$ cat config.mk
export PLATFORM = sky130hd
export DESIGN_NAME = ics_sequencer
export DESIGN_NICKNAME = d
export VERILOG_FILES = /design/src/core/ics_pkg.sv /design/src/core/ics_core_if.sv /design/src/core/ics_phase_gen.sv /design/src/core/ics_alu.sv /design/src/core/ics_sequencer.sv
export SDC_FILE = /design/constraint.sdc
export NUM_CORES = 1
export LEC_CHECK = 0
export BUFFER_PORTS_ARGS = -buffer_cell sky130_fd_sc_hd__buf_2
export CAP_MARGIN = 20
export CORE_MARGIN = 3
export CORE_UTILIZATION = 34
export CTS_CLUSTER_SIZE = 14
export DETAILED_ROUTE_END_ITERATION = 10
export HOLD_SLACK_MARGIN = 0.1
export MAX_ROUTING_LAYER = met4
export PLACE_DENSITY_LB_ADDON = 0.15
export SYNTH_ARGS = -nofsm -noshare
export SYNTH_HDL_FRONTEND = slang
export SYNTH_SLANG_ARGS = --single-unit
$ cat constraint.sdc
create_clock -name ref_clk_in -period 4.1 [get_ports ref_clk_in]
set_input_delay 0.41 -clock ref_clk_in [delete_from_list [all_inputs] [get_ports ref_clk_in]]
set_output_delay 0.41 -clock ref_clk_in [all_outputs]
set_load 0.02 [all_outputs]
$ cat src/core/ics_pkg.sv
package ics_pkg;
	// ----------------------------------------------------------------
	// instruction-cycle timing
	// ----------------------------------------------------------------
	localparam int PHASES = 4; // system clocks in one instruction cycle
	localparam int PHASE_W = 2; // width of the phase count
	localparam logic [PHASE_W-1:0] PHASE_FIRST = 2'h0; // phase that opens a cycle
	localparam logic [PHASE_W-1:0] PHASE_LAST = PHASE_W'(PHASES - 1); // boundary phase
	localparam logic [PHASE_W-1:0] PHASE_STEP = 2'h1; // phase advance per clock

	// ----------------------------------------------------------------
	// instruction word fields
	// ----------------------------------------------------------------
	localparam int OP_HI = 15; // opcode field
	localparam int OP_LO = 11;
	localparam int BIT_HI = 10; // bit index for single-bit ops
	localparam int BIT_LO = 8;
	localparam int OPND_HI = 7; // data address or immediate
	localparam int TGT_HI = 10; // jump and call target
	localparam int TBL_HI_LO = 8; // low bit of the table word high byte

	// ----------------------------------------------------------------
	// address map
	// ----------------------------------------------------------------
	localparam int PC_W = 11; // program counter width
	localparam int DADDR_W = 9; // data address width
	localparam logic [DADDR_W-9:0] SECTOR0 = 1'h0; // plain access reaches sector 0 only
	localparam logic [7:0] PCL_ADDR = 8'h07; // data address of program_counter_low
	localparam logic [PC_W-9:0] TABLE_PAGE = 3'h7; // program memory page holding tables
	localparam logic [PC_W-1:0] PC_STEP = 11'h001; // next instruction
	localparam logic [PC_W-1:0] SKIP_STEP = 11'h002; // bypass one instruction
	localparam int BYTE_MAX = 255; // largest unsigned byte

	// ----------------------------------------------------------------
	// internal_rc_oscillator frequency codes
	// ----------------------------------------------------------------
	localparam logic [1:0] RC_8MHZ = 2'h0;
	localparam logic [1:0] RC_12MHZ = 2'h1;
	localparam logic [1:0] RC_16MHZ = 2'h2;
	localparam logic [1:0] RC_BAD = 2'h3; // unprogrammed code, falls back to 8 MHz

	// ----------------------------------------------------------------
	// operations and sequencer states
	// ----------------------------------------------------------------
	typedef enum logic [4:0] {
		nop_op = 5'b00000, move_mem_to_acc_op = 5'b00001, move_acc_to_mem_op = 5'b00010,
		move_imm_to_acc_op = 5'b00011, add_mem_op = 5'b00100, add_imm_op = 5'b00101,
		sub_mem_op = 5'b00110, sub_imm_op = 5'b00111, and_mem_op = 5'b01000,
		or_mem_op = 5'b01001, xor_mem_op = 5'b01010, complement_op = 5'b01011,
		increment_op = 5'b01100, increment_to_acc_op = 5'b01101, decrement_op = 5'b01110,
		decrement_to_acc_op = 5'b01111, rotate_right_op = 5'b10000, rotate_left_op = 5'b10001,
		rotate_right_carry_op = 5'b10010, rotate_left_carry_op = 5'b10011,
		bit_set_op = 5'b10100, bit_clear_op = 5'b10101, unconditional_jump_op = 5'b10110,
		subroutine_call_op = 5'b10111, subroutine_return_op = 5'b11000,
		interrupt_return_op = 5'b11001, skip_if_zero_op = 5'b11010,
		skip_if_bit_set_op = 5'b11011, table_read_op = 5'b11100
	} ics_op_t;

	typedef enum logic [0:0] {
		seq_exec = 1'b0, // executing a fresh instruction
		seq_extra = 1'b1 // second instruction cycle of a two-cycle op
	} ics_seq_t;

	// immediate forms take their operand from the word, not data memory
	function automatic logic is_imm(input ics_op_t op);
		is_imm = (op == move_imm_to_acc_op) || (op == add_imm_op) || (op == sub_imm_op);
	endfunction : is_imm
endpackage : ics_pkg

$ cat src/core/ics_core_if.sv
`timescale 1ns/1ns
`default_nettype none
interface ics_core_if;
	logic [ics_pkg::PHASE_W-1:0] phase; // phase within the instruction cycle
	logic cycle_end; // last phase of the cycle
	ics_pkg::ics_op_t op; // operation to evaluate
	logic [7:0] acc; // accumulator value
	logic [7:0] mem; // data byte or immediate
	logic [2:0] bit_idx; // bit for single-bit ops
	logic carry_in; // current carry flag
	logic [7:0] result; // computed byte
	logic carry_out; // new carry
	logic zero; // result is zero
	logic to_mem; // result goes back to data memory
	logic to_acc; // result goes to the accumulator
	logic set_zero; // op updates zero
	logic set_carry; // op updates carry

	modport phase_src (output phase, cycle_end);
	modport alu (input op, acc, mem, bit_idx, carry_in,
		output result, carry_out, zero, to_mem, to_acc, set_zero, set_carry);
	modport seq (input phase, cycle_end, result, carry_out, zero, to_mem, to_acc,
		set_zero, set_carry, output op, acc, mem, bit_idx, carry_in);
endinterface : ics_core_if
`default_nettype wire

$ cat src/core/ics_phase_gen.sv
`timescale 1ns/1ns
`default_nettype none
module ics_phase_gen (
	input wire logic ref_clk_in,
	input wire logic srst_in,
	ics_core_if.phase_src core
);
	// ----------------------------------------------------------------
	// phase state
	// ----------------------------------------------------------------
	typedef struct packed {
		logic [ics_pkg::PHASE_W-1:0] phase; // clock within the cycle
		logic cycle_end; // registered so the boundary is glitch free
	} ics_phase_t;

	ics_phase_t s;
	ics_phase_t next_s;

	// four clocks per cycle, wrap at the last phase
	always_comb begin
		next_s = s;
		if (s.phase == ics_pkg::PHASE_LAST) begin
			next_s.phase = ics_pkg::PHASE_FIRST;
		end else begin
			next_s.phase = s.phase + ics_pkg::PHASE_STEP;
		end
		next_s.cycle_end = (next_s.phase == ics_pkg::PHASE_LAST);
	end

	// restart at the first phase out of reset
	always_ff @(posedge ref_clk_in) begin
		if (srst_in) begin
			s <= '{phase: ics_pkg::PHASE_FIRST, cycle_end: 1'b0};
		end else begin
			s <= next_s;
		end
	end

	assign core.phase = s.phase;
	assign core.cycle_end = s.cycle_end;
endmodule : ics_phase_gen
`default_nettype wire

$ cat src/core/ics_alu.sv
`timescale 1ns/1ns
`default_nettype none
module ics_alu (
	ics_core_if.alu core
);
	// ----------------------------------------------------------------
	// widened sums keep the ninth bit for carry and borrow
	// ----------------------------------------------------------------
	logic [8:0] sum; // acc plus operand
	logic [8:0] diff; // acc minus operand, bit 8 set on borrow
	logic [7:0] mask; // selected bit

	assign sum = {1'b0, core.acc} + {1'b0, core.mem};
	assign diff = {1'b0, core.acc} - {1'b0, core.mem};
	assign mask = 8'h01 << core.bit_idx;
	assign core.zero = (core.result == 8'h00);

	// ----------------------------------------------------------------
	// operation decode, no state here
	// ----------------------------------------------------------------
	always_comb begin
		core.result = core.acc;
		core.carry_out = core.carry_in;
		core.to_mem = 1'b0;
		core.to_acc = 1'b0;
		core.set_zero = 1'b0;
		core.set_carry = 1'b0;
		unique case (core.op)
			ics_pkg::move_mem_to_acc_op, ics_pkg::move_imm_to_acc_op: begin
				core.result = core.mem;
				core.to_acc = 1'b1;
			end
			ics_pkg::move_acc_to_mem_op: begin
				core.to_mem = 1'b1;
			end
			ics_pkg::add_mem_op, ics_pkg::add_imm_op: begin
				core.result = sum[7:0];
				core.carry_out = sum[8];
				{core.to_acc, core.set_zero, core.set_carry} = 3'h7;
			end
			ics_pkg::sub_mem_op, ics_pkg::sub_imm_op: begin
				core.result = diff[7:0];
				core.carry_out = ~diff[8];
				{core.to_acc, core.set_zero, core.set_carry} = 3'h7;
			end
			ics_pkg::and_mem_op: begin
				core.result = core.acc & core.mem;
				{core.to_acc, core.set_zero} = 2'h3;
			end
			ics_pkg::or_mem_op: begin
				core.result = core.acc | core.mem;
				{core.to_acc, core.set_zero} = 2'h3;
			end
			ics_pkg::xor_mem_op: begin
				core.result = core.acc ^ core.mem;
				{core.to_acc, core.set_zero} = 2'h3;
			end
			ics_pkg::complement_op: begin
				core.result = ~core.mem;
				{core.to_mem, core.set_zero} = 2'h3;
			end
			ics_pkg::increment_op, ics_pkg::increment_to_acc_op: begin
				core.result = core.mem + 8'h01;
				core.set_zero = 1'b1;
				core.to_mem = (core.op == ics_pkg::increment_op);
				core.to_acc = (core.op == ics_pkg::increment_to_acc_op);
			end
			ics_pkg::decrement_op, ics_pkg::decrement_to_acc_op: begin
				core.result = core.mem - 8'h01;
				core.set_zero = 1'b1;
				core.to_mem = (core.op == ics_pkg::decrement_op);
				core.to_acc = (core.op == ics_pkg::decrement_to_acc_op);
			end
			ics_pkg::rotate_right_op: begin
				core.result = {core.mem[0], core.mem[7:1]};
				core.to_mem = 1'b1;
			end
			ics_pkg::rotate_left_op: begin
				core.result = {core.mem[6:0], core.mem[7]};
				core.to_mem = 1'b1;
			end
			ics_pkg::rotate_right_carry_op: begin
				core.result = {core.carry_in, core.mem[7:1]};
				core.carry_out = core.mem[0];
				{core.to_mem, core.set_carry} = 2'h3;
			end
			ics_pkg::rotate_left_carry_op: begin
				core.result = {core.mem[6:0], core.carry_in};
				core.carry_out = core.mem[7];
				{core.to_mem, core.set_carry} = 2'h3;
			end
			ics_pkg::bit_set_op: begin
				core.result = core.mem | mask;
				core.to_mem = 1'b1;
			end
			ics_pkg::bit_clear_op: begin
				core.result = core.mem & ~mask;
				core.to_mem = 1'b1;
			end
			// control flow ops and illegal codes leave data alone
			default: begin
			end
		endcase
	end
endmodule : ics_alu
`default_nettype wire

$ cat src/core/ics_sequencer.sv
// How it works
// - four system clocks make one instruction cycle
// - ordinary ops one cycle, taken branch/call/table two
// - jumps, calls, returns, program_counter_low writes add one
// - taken skip adds a cycle, untaken does not
// - logic ops set zero flag on zero
// - rotates shift one bit, carry variants via carry
// - increment and decrement change operand by one
// - add carry above 255, subtract borrow below 0
// - bit set/clear rewrite only bit i
// - return resumes right after the calling instruction
// - jump loads target, saves no return address
// - conditional branch tests byte or bit, maybe bypasses
// - moves between register, accumulator and immediate
// - table read fetches words from program memory
// - oscillator frequency fixed at 8, 12 or 16 MHz
// - plain data accesses reach sector 0 only
// - interrupt return also sets global interrupt enable
`timescale 1ns/1ns
`default_nettype none
module ics_sequencer #(
	parameter int STACK_DEPTH = 8 // return address levels
) (
	input wire logic ref_clk_in,
	input wire logic srst_in,
	input wire logic [15:0] instr_word_in,
	input wire logic [7:0] data_rd_in,
	input wire logic [1:0] rc_freq_cfg_in,
	input wire logic rc_freq_select_hi_in,
	input wire logic rc_freq_select_lo_in,
	output logic [ics_pkg::PC_W-1:0] prog_addr_out,
	output logic [ics_pkg::DADDR_W-1:0] data_addr_out,
	output logic data_wr_out,
	output logic [7:0] data_wdata_out,
	output logic [7:0] acc_out,
	output logic carry_out,
	output logic zero_out,
	output logic global_interrupt_enable_out,
	output logic [7:0] table_hi_out,
	output logic instr_done_out,
	output logic extra_cycle_out,
	output logic [1:0] rc_freq_code_out,
	output logic rc_accuracy_ok_out
);
	// ----------------------------------------------------------------
	// state
	// ----------------------------------------------------------------
	localparam int SP_W = $clog2(STACK_DEPTH); // stack pointer width

	typedef struct packed {
		ics_pkg::ics_seq_t seq; // exec or extra cycle
		logic [ics_pkg::PC_W-1:0] pc; // address of the current instruction
		logic [ics_pkg::PC_W-1:0] fetch_addr; // address shown to program memory
		logic [ics_pkg::DADDR_W-1:0] daddr; // data memory address
		logic wr; // data write strobe
		logic [7:0] wdata; // data write byte
		logic [7:0] acc; // accumulator
		logic carry; // carry flag, low means borrow
		logic zero; // zero flag
		logic gie; // global_interrupt_enable
		logic [7:0] table_hi; // upper byte of the last table word
		logic tbl_pend; // extra cycle is a table fetch
		logic done; // instruction retired
		logic [SP_W-1:0] sp; // number of saved return addresses
		logic [STACK_DEPTH-1:0][ics_pkg::PC_W-1:0] stack; // return addresses
		logic [1:0] rc_code; // programmed oscillator choice
		logic rc_ok; // software select matches it
		logic cfg_taken; // programmed choice already latched
	} ics_seq_state_t;

	ics_seq_state_t s;
	ics_seq_state_t next_s;

	ics_core_if core ();

	// ----------------------------------------------------------------
	// sub-blocks
	// ----------------------------------------------------------------
	ics_phase_gen u_phase (
		.ref_clk_in(ref_clk_in),
		.srst_in(srst_in),
		.core(core)
	);

	ics_alu u_alu (
		.core(core)
	);

	// ----------------------------------------------------------------
	// instruction word fields
	// ----------------------------------------------------------------
	ics_pkg::ics_op_t op; // decoded operation
	logic [7:0] opnd; // data address or immediate
	logic [2:0] bidx; // bit index
	logic [ics_pkg::PC_W-1:0] tgt; // jump target
	logic skip_hit; // branch test says bypass
	logic boundary_exec; // last phase of an executing cycle

	// fields come straight off the fetched word, no decode register
	assign op = ics_pkg::ics_op_t'(instr_word_in[ics_pkg::OP_HI:ics_pkg::OP_LO]);
	assign opnd = instr_word_in[ics_pkg::OPND_HI:0];
	assign bidx = instr_word_in[ics_pkg::BIT_HI:ics_pkg::BIT_LO];
	assign tgt = instr_word_in[ics_pkg::TGT_HI:0];
	assign boundary_exec = core.cycle_end && (s.seq == ics_pkg::seq_exec);
	assign skip_hit = ((op == ics_pkg::skip_if_zero_op) && (data_rd_in == 8'h00))
		|| ((op == ics_pkg::skip_if_bit_set_op) && data_rd_in[bidx]);

	// immediates ride the operand path, so the alu sees one source
	assign core.op = op;
	assign core.acc = s.acc;
	assign core.mem = ics_pkg::is_imm(op) ? opnd : data_rd_in;
	assign core.bit_idx = bidx;
	assign core.carry_in = s.carry;

	// ----------------------------------------------------------------
	// sequencing
	// ----------------------------------------------------------------
	// one process works out the whole next state
	always_comb begin
		next_s = s;
		next_s.wr = 1'b0;
		next_s.done = 1'b0;
		// oscillator choice caught once after reset release
		if (!s.cfg_taken) begin
			next_s.cfg_taken = 1'b1;
			next_s.rc_code = (rc_freq_cfg_in == ics_pkg::RC_BAD)
				? ics_pkg::RC_8MHZ : rc_freq_cfg_in;
		end
		next_s.rc_ok = ({rc_freq_select_hi_in, rc_freq_select_lo_in} == s.rc_code);
		// address the operand early so the byte settles by the boundary
		if ((core.phase == ics_pkg::PHASE_FIRST) && (s.seq == ics_pkg::seq_exec)) begin
			next_s.daddr = {ics_pkg::SECTOR0, opnd};
		end
		if (boundary_exec) begin
			next_s.pc = s.pc + ics_pkg::PC_STEP;
			if (core.to_acc) begin
				next_s.acc = core.result;
			end
			if (core.set_zero) begin
				next_s.zero = core.zero;
			end
			if (core.set_carry) begin
				next_s.carry = core.carry_out;
			end
			if (core.to_mem) begin
				next_s.wr = 1'b1;
				next_s.wdata = core.result;
				// a write to program_counter_low is a direct jump
				if (opnd == ics_pkg::PCL_ADDR) begin
					next_s.pc = {s.pc[ics_pkg::PC_W-1:8], core.result};
					next_s.seq = ics_pkg::seq_extra;
				end
			end
			// flow changes override the plain pc step above
			unique case (op)
				ics_pkg::unconditional_jump_op: begin
					next_s.pc = tgt;
					next_s.seq = ics_pkg::seq_extra;
				end
				ics_pkg::subroutine_call_op: begin
					// no full check: a ninth call overwrites the oldest entry
					next_s.stack[s.sp] = s.pc + ics_pkg::PC_STEP;
					next_s.sp = s.sp + SP_W'(1);
					next_s.pc = tgt;
					next_s.seq = ics_pkg::seq_extra;
				end
				ics_pkg::subroutine_return_op, ics_pkg::interrupt_return_op: begin
					// an empty stack hands back whatever the wrapped slot holds
					next_s.pc = s.stack[s.sp - SP_W'(1)];
					next_s.sp = s.sp - SP_W'(1);
					next_s.seq = ics_pkg::seq_extra;
					if (op == ics_pkg::interrupt_return_op) begin
						next_s.gie = 1'b1;
					end
				end
				ics_pkg::skip_if_zero_op, ics_pkg::skip_if_bit_set_op: begin
					if (skip_hit) begin
						next_s.pc = s.pc + ics_pkg::SKIP_STEP;
						next_s.seq = ics_pkg::seq_extra;
					end
				end
				ics_pkg::table_read_op: begin
					next_s.tbl_pend = 1'b1;
					next_s.seq = ics_pkg::seq_extra;
				end
				// other codes, legal or not, need no flow change
				default: begin
				end
			endcase
			// the extra cycle of a table read fetches the table word
			next_s.fetch_addr = next_s.tbl_pend ? {ics_pkg::TABLE_PAGE, opnd} : next_s.pc;
			next_s.done = (next_s.seq == ics_pkg::seq_exec);
		end else if (core.cycle_end) begin
			// second cycle over: finish a table read, resume fetching
			if (s.tbl_pend) begin
				next_s.acc = instr_word_in[ics_pkg::OPND_HI:0];
				next_s.table_hi = instr_word_in[ics_pkg::OP_HI:ics_pkg::TBL_HI_LO];
				next_s.tbl_pend = 1'b0;
			end
			next_s.seq = ics_pkg::seq_exec;
			next_s.fetch_addr = s.pc;
			next_s.done = 1'b1;
		end
	end

	// all-zero reset: exec state, address zero, no write pending
	always_ff @(posedge ref_clk_in) begin
		if (srst_in) begin
			s <= '0;
		end else begin
			s <= next_s;
		end
	end

	// ----------------------------------------------------------------
	// outputs, all straight from state
	// ----------------------------------------------------------------
	// no logic between state and pins keeps output timing flat
	assign prog_addr_out = s.fetch_addr;
	assign data_addr_out = s.daddr;
	assign data_wr_out = s.wr;
	assign data_wdata_out = s.wdata;
	assign acc_out = s.acc;
	assign carry_out = s.carry;
	assign zero_out = s.zero;
	assign global_interrupt_enable_out = s.gie;
	assign table_hi_out = s.table_hi;
	assign instr_done_out = s.done;
	assign extra_cycle_out = (s.seq == ics_pkg::seq_extra);
	assign rc_freq_code_out = s.rc_code;
	assign rc_accuracy_ok_out = s.rc_ok;
endmodule : ics_sequencer
`default_nettype wire

==> results.cfg <==
[critical_path]
cp_max_fo = 7
arrival_ps = 3900
cpPeakStageDelay_ps = 430
crit_required_ps = 4450
cpMostUsedCell = mux2i_1
critical_path_buf_inv_count = 1
worst_path_max_delay_cell = fa_1
path_delay_family = compound AO/OA/AOI/OAI gates
regToRegSetupSlack_ps = 760
worstPathCellList = buf_2, or2_1, nand2_2, mux2_4, ha_1, fa_1, mux2i_1, mux2i_1, o211ai_1, a221oi_1, a21oi_2, mux2i_1, o211a_1, o32ai_1
crit_type = in2reg
critPathLaunchType = primary input
end_kind = flop

[clocking]
cts_root_buffer = clkbuf_16
cts.repair.resized = 0
tritoncts = yes
cts_buffers = 17
clock_latency_ps = 460
cts.sinks = 159
h-tree-depth = 4
cts_setup_buffers = 0
path_clk_slew_ps = 70
cts_buffer_depth = 2
hold_buffers = 0

[floorplanning]
io-pin-count = 83
rows = 63
chipHeight_microns = 182
core_sq_um = 30000
start_util_pct = 35.0
dieArea_sq_um = 33000
die_w_microns = 182

[timing]
finalSetupViolCount = 0
relSlewSlack_pct = 27.4
min_period_ps = 3550
worstMarginPinSlew_ps = 1080
hold_viol_final = 0
hold_slack_ps = 224
rsz0062_at_grt = false
fin_crit_sh_pct = 86.5
fin_skew_ps = 31.5
finalMaxSlewViolations = 0
fmax_ghz = 0.282
tns_ps = 0

[synth]
yosysTopAreaCell = dfxtp_1
yosys.area.top_type_share_pct = 30.3
avgSynthCellArea_sq_um = 8.23
synth-main-ff-cell = dfxtp_1
ys_seq_area_share_pct = 30.3
synth_edf_count = 0
syn_area_sq_um = 10500
netlist-cell-type-count = 101
ys_ff_latch = 159
yosys_warnings = 0
postSynth.asyncResetShare_pct = 0
synth_cells = 1276
ys_top_cells_by_area = dfxtp_1 (30%), nor2_1 (7.0%), a211oi_1 (5.9%), mux2i_1 (5.6%), buf_4 (3.7%)
syn_nets = 1340

[routing]
first_iter_violations = 938
drcViolationCount = 0
postRouteAntennaNets = 0
first_pass_iters = 6
via_per_inst = 5.80
finalWirelength_microns = 38500
wl_per_cell_microns = 22.7
vias = 9833

[global_routing]
grt-ovfl-total = 0
grt_pass1_wl_microns = 59000
grt_pass1_vias = 9431
track_usage_pct = 23.7
antenna_found_initial = 1
grt_max_degree = 54

[hold_path]
hold_class = in2reg

[job]
max-cap-violations = 0

[final_layout]
finalNonFillerCells = 1695
fin_nets = 1356
area_growth_pct = 10.9
drive_gt1_share_pct = 17.6

[pwr]
peakVddDrop_mv = 0.267
total_power_mw = 3.93
leakagePower_nw = 4.33
powerDensity_nw_per_um2 = 337

[placed_design]
gp_congestion = 0.993
place_inst = 1663
hpwl_microns = 27700
port_buffers = 81

[status]
status = finished clean
metrics by stage:
stage	area [sq um]	util [%]	worst slack [ps]
2_1_floorplan	10500	-	505
5_1_grt	11600	38.8	363
6_report	11600	38.8	553
3_3_place_gp	11000	36.8	181
4_1_cts	11600	38.8	617
3_5_place_dp	11000	36.8	114
flip-flops by register name, summed over array words and instances (netlist names), 2 cells and up:
register,flops
prog_addr_out,11
u_phase.core.phase,2
data_wdata_out,8
table_hi_out,8
data_addr_out,8
acc_out,8
rc_freq_code_out,2
s,104
power by group:
| group | switching (mW) | internal [mW] | leakage [nW] |
|---|---|---|---|
| clock | 0.780 | 0.870 | 0.289 |
| combinational | 0.443 | 0.226 | 2.76 |
| sequential | 0.0340 | 1.57 | 1.29 |
| total | 1.26 | 2.67 | 4.33 |
final cells by class:
class | instances | area [sq um]
fillers | 3106 | 18400
multi-input cells | 942 | 6410
flip-flops and latches | 159 | 3180
repair buffers | 138 | 836
well taps | 390 | 488
clock buffers | 17 | 425
clock inverters | 14 | 168
inverters | 34 | 128
diodes | 1 | 2.50
worst min-delay path, cell delays in order:
cell and delay, ps:
buf_2 90, a22oi_1 60, nor2_1 80
synth_stat cells (9+ instances only):
cell type	count
nor2_1	197
dfxtp_1	159
nand2_1	93
a211oi_1	83
a21oi_1	65
clkbuf_1	60
mux2i_1	59
buf_4	52
nand3_1	42
o21ai_0	37
inv_1	33
ha_1	31
nor3_1	25
buf_2	22
mux4_2	14
nor2b_1	14
xnor2_1	14
a311oi_1	12
o211ai_1	12
a22oi_1	11
xor2_1	11
nand2b_1	10
o221ai_1	10
a221oi_1	9
nor3b_1	9
o22ai_1	9
cell usage in the layout (no fill, tap or decap), drive strengths merged, types with 5 or more instances in the layout:
| cell | Yosys | routed |
|---|---|---|
| nor2 | 197 | 197 |
| dfxtp | 159 | 159 |
| buf | 81 | 138 |
| nand2 | 96 | 96 |
| a211oi | 83 | 83 |
| a21oi | 66 | 66 |
| mux2i | 59 | 59 |
| o21ai | 45 | 45 |
| inv | 34 | 43 |
| nand3 | 42 | 42 |
| ha | 31 | 31 |
| nor3 | 27 | 27 |
| clkbuf | 60 | 17 |
| nor2b | 14 | 14 |
| xnor2 | 14 | 14 |
| mux4 | 14 | 14 |
| a311oi | 13 | 13 |
| o211ai | 13 | 13 |
| a22oi | 12 | 12 |
| nor3b | 12 | 12 |
| xor2 | 11 | 11 |
| mux2 | 11 | 11 |
| nand2b | 10 | 10 |
| o221ai | 10 | 10 |
| o22ai | 9 | 9 |
| a221oi | 9 | 9 |
| nand4 | 7 | 7 |
| o21a | 7 | 7 |
| o32ai | 7 | 7 |
| o31ai | 7 | 7 |
| and2 | 6 | 6 |
| nand3b | 6 | 6 |
| a21o | 6 | 6 |
| and3 | 6 | 6 |
| and3b | 5 | 5 |
| o2111ai | 5 | 5 |
| nor4b | 5 | 5 |
| nor4 | 5 | 5 |
| or2 | 5 | 5 |
layer usage:
metal | GRT usage (%) | part of all wire, % | vias to the layer above
met4 | 8.35 | 3.1 | 0
met3 | 5.09 | 7.9 | 64
met2 | 35.0 | 44 | 403
li1 | - | - | 4654
met1 | 32.0 | 45 | 4712
met5 | - | 0 | -
worst paths after layout:
path / depth (start not counted) / startpoint / end
worst min-delay path: 3 / rc_freq_cfg_in[1] / rc_freq_code_out[1]
worst max register to register: 9 / s[93] / prog_addr_out[7]
worst min register to register: 2 / table_hi_out[0] / table_hi_out[0]
worst max-delay path: 14 / instr_word_in[12] / prog_addr_out[1]
kinds of logic after synthesis:
kind of cell / share of synthesized area [%]
XOR/XNOR: 2.09
buffers and inverters: 8.73
flip-flops: 30.3
AO/OA/AOI/OAI: 23.2
AND/OR/NAND/NOR: 21.5
adder cells (fa/ha/maj): 4.27
multiplexers: 9.91
other: 0.0357
Power figures use the tool's default switching activity.
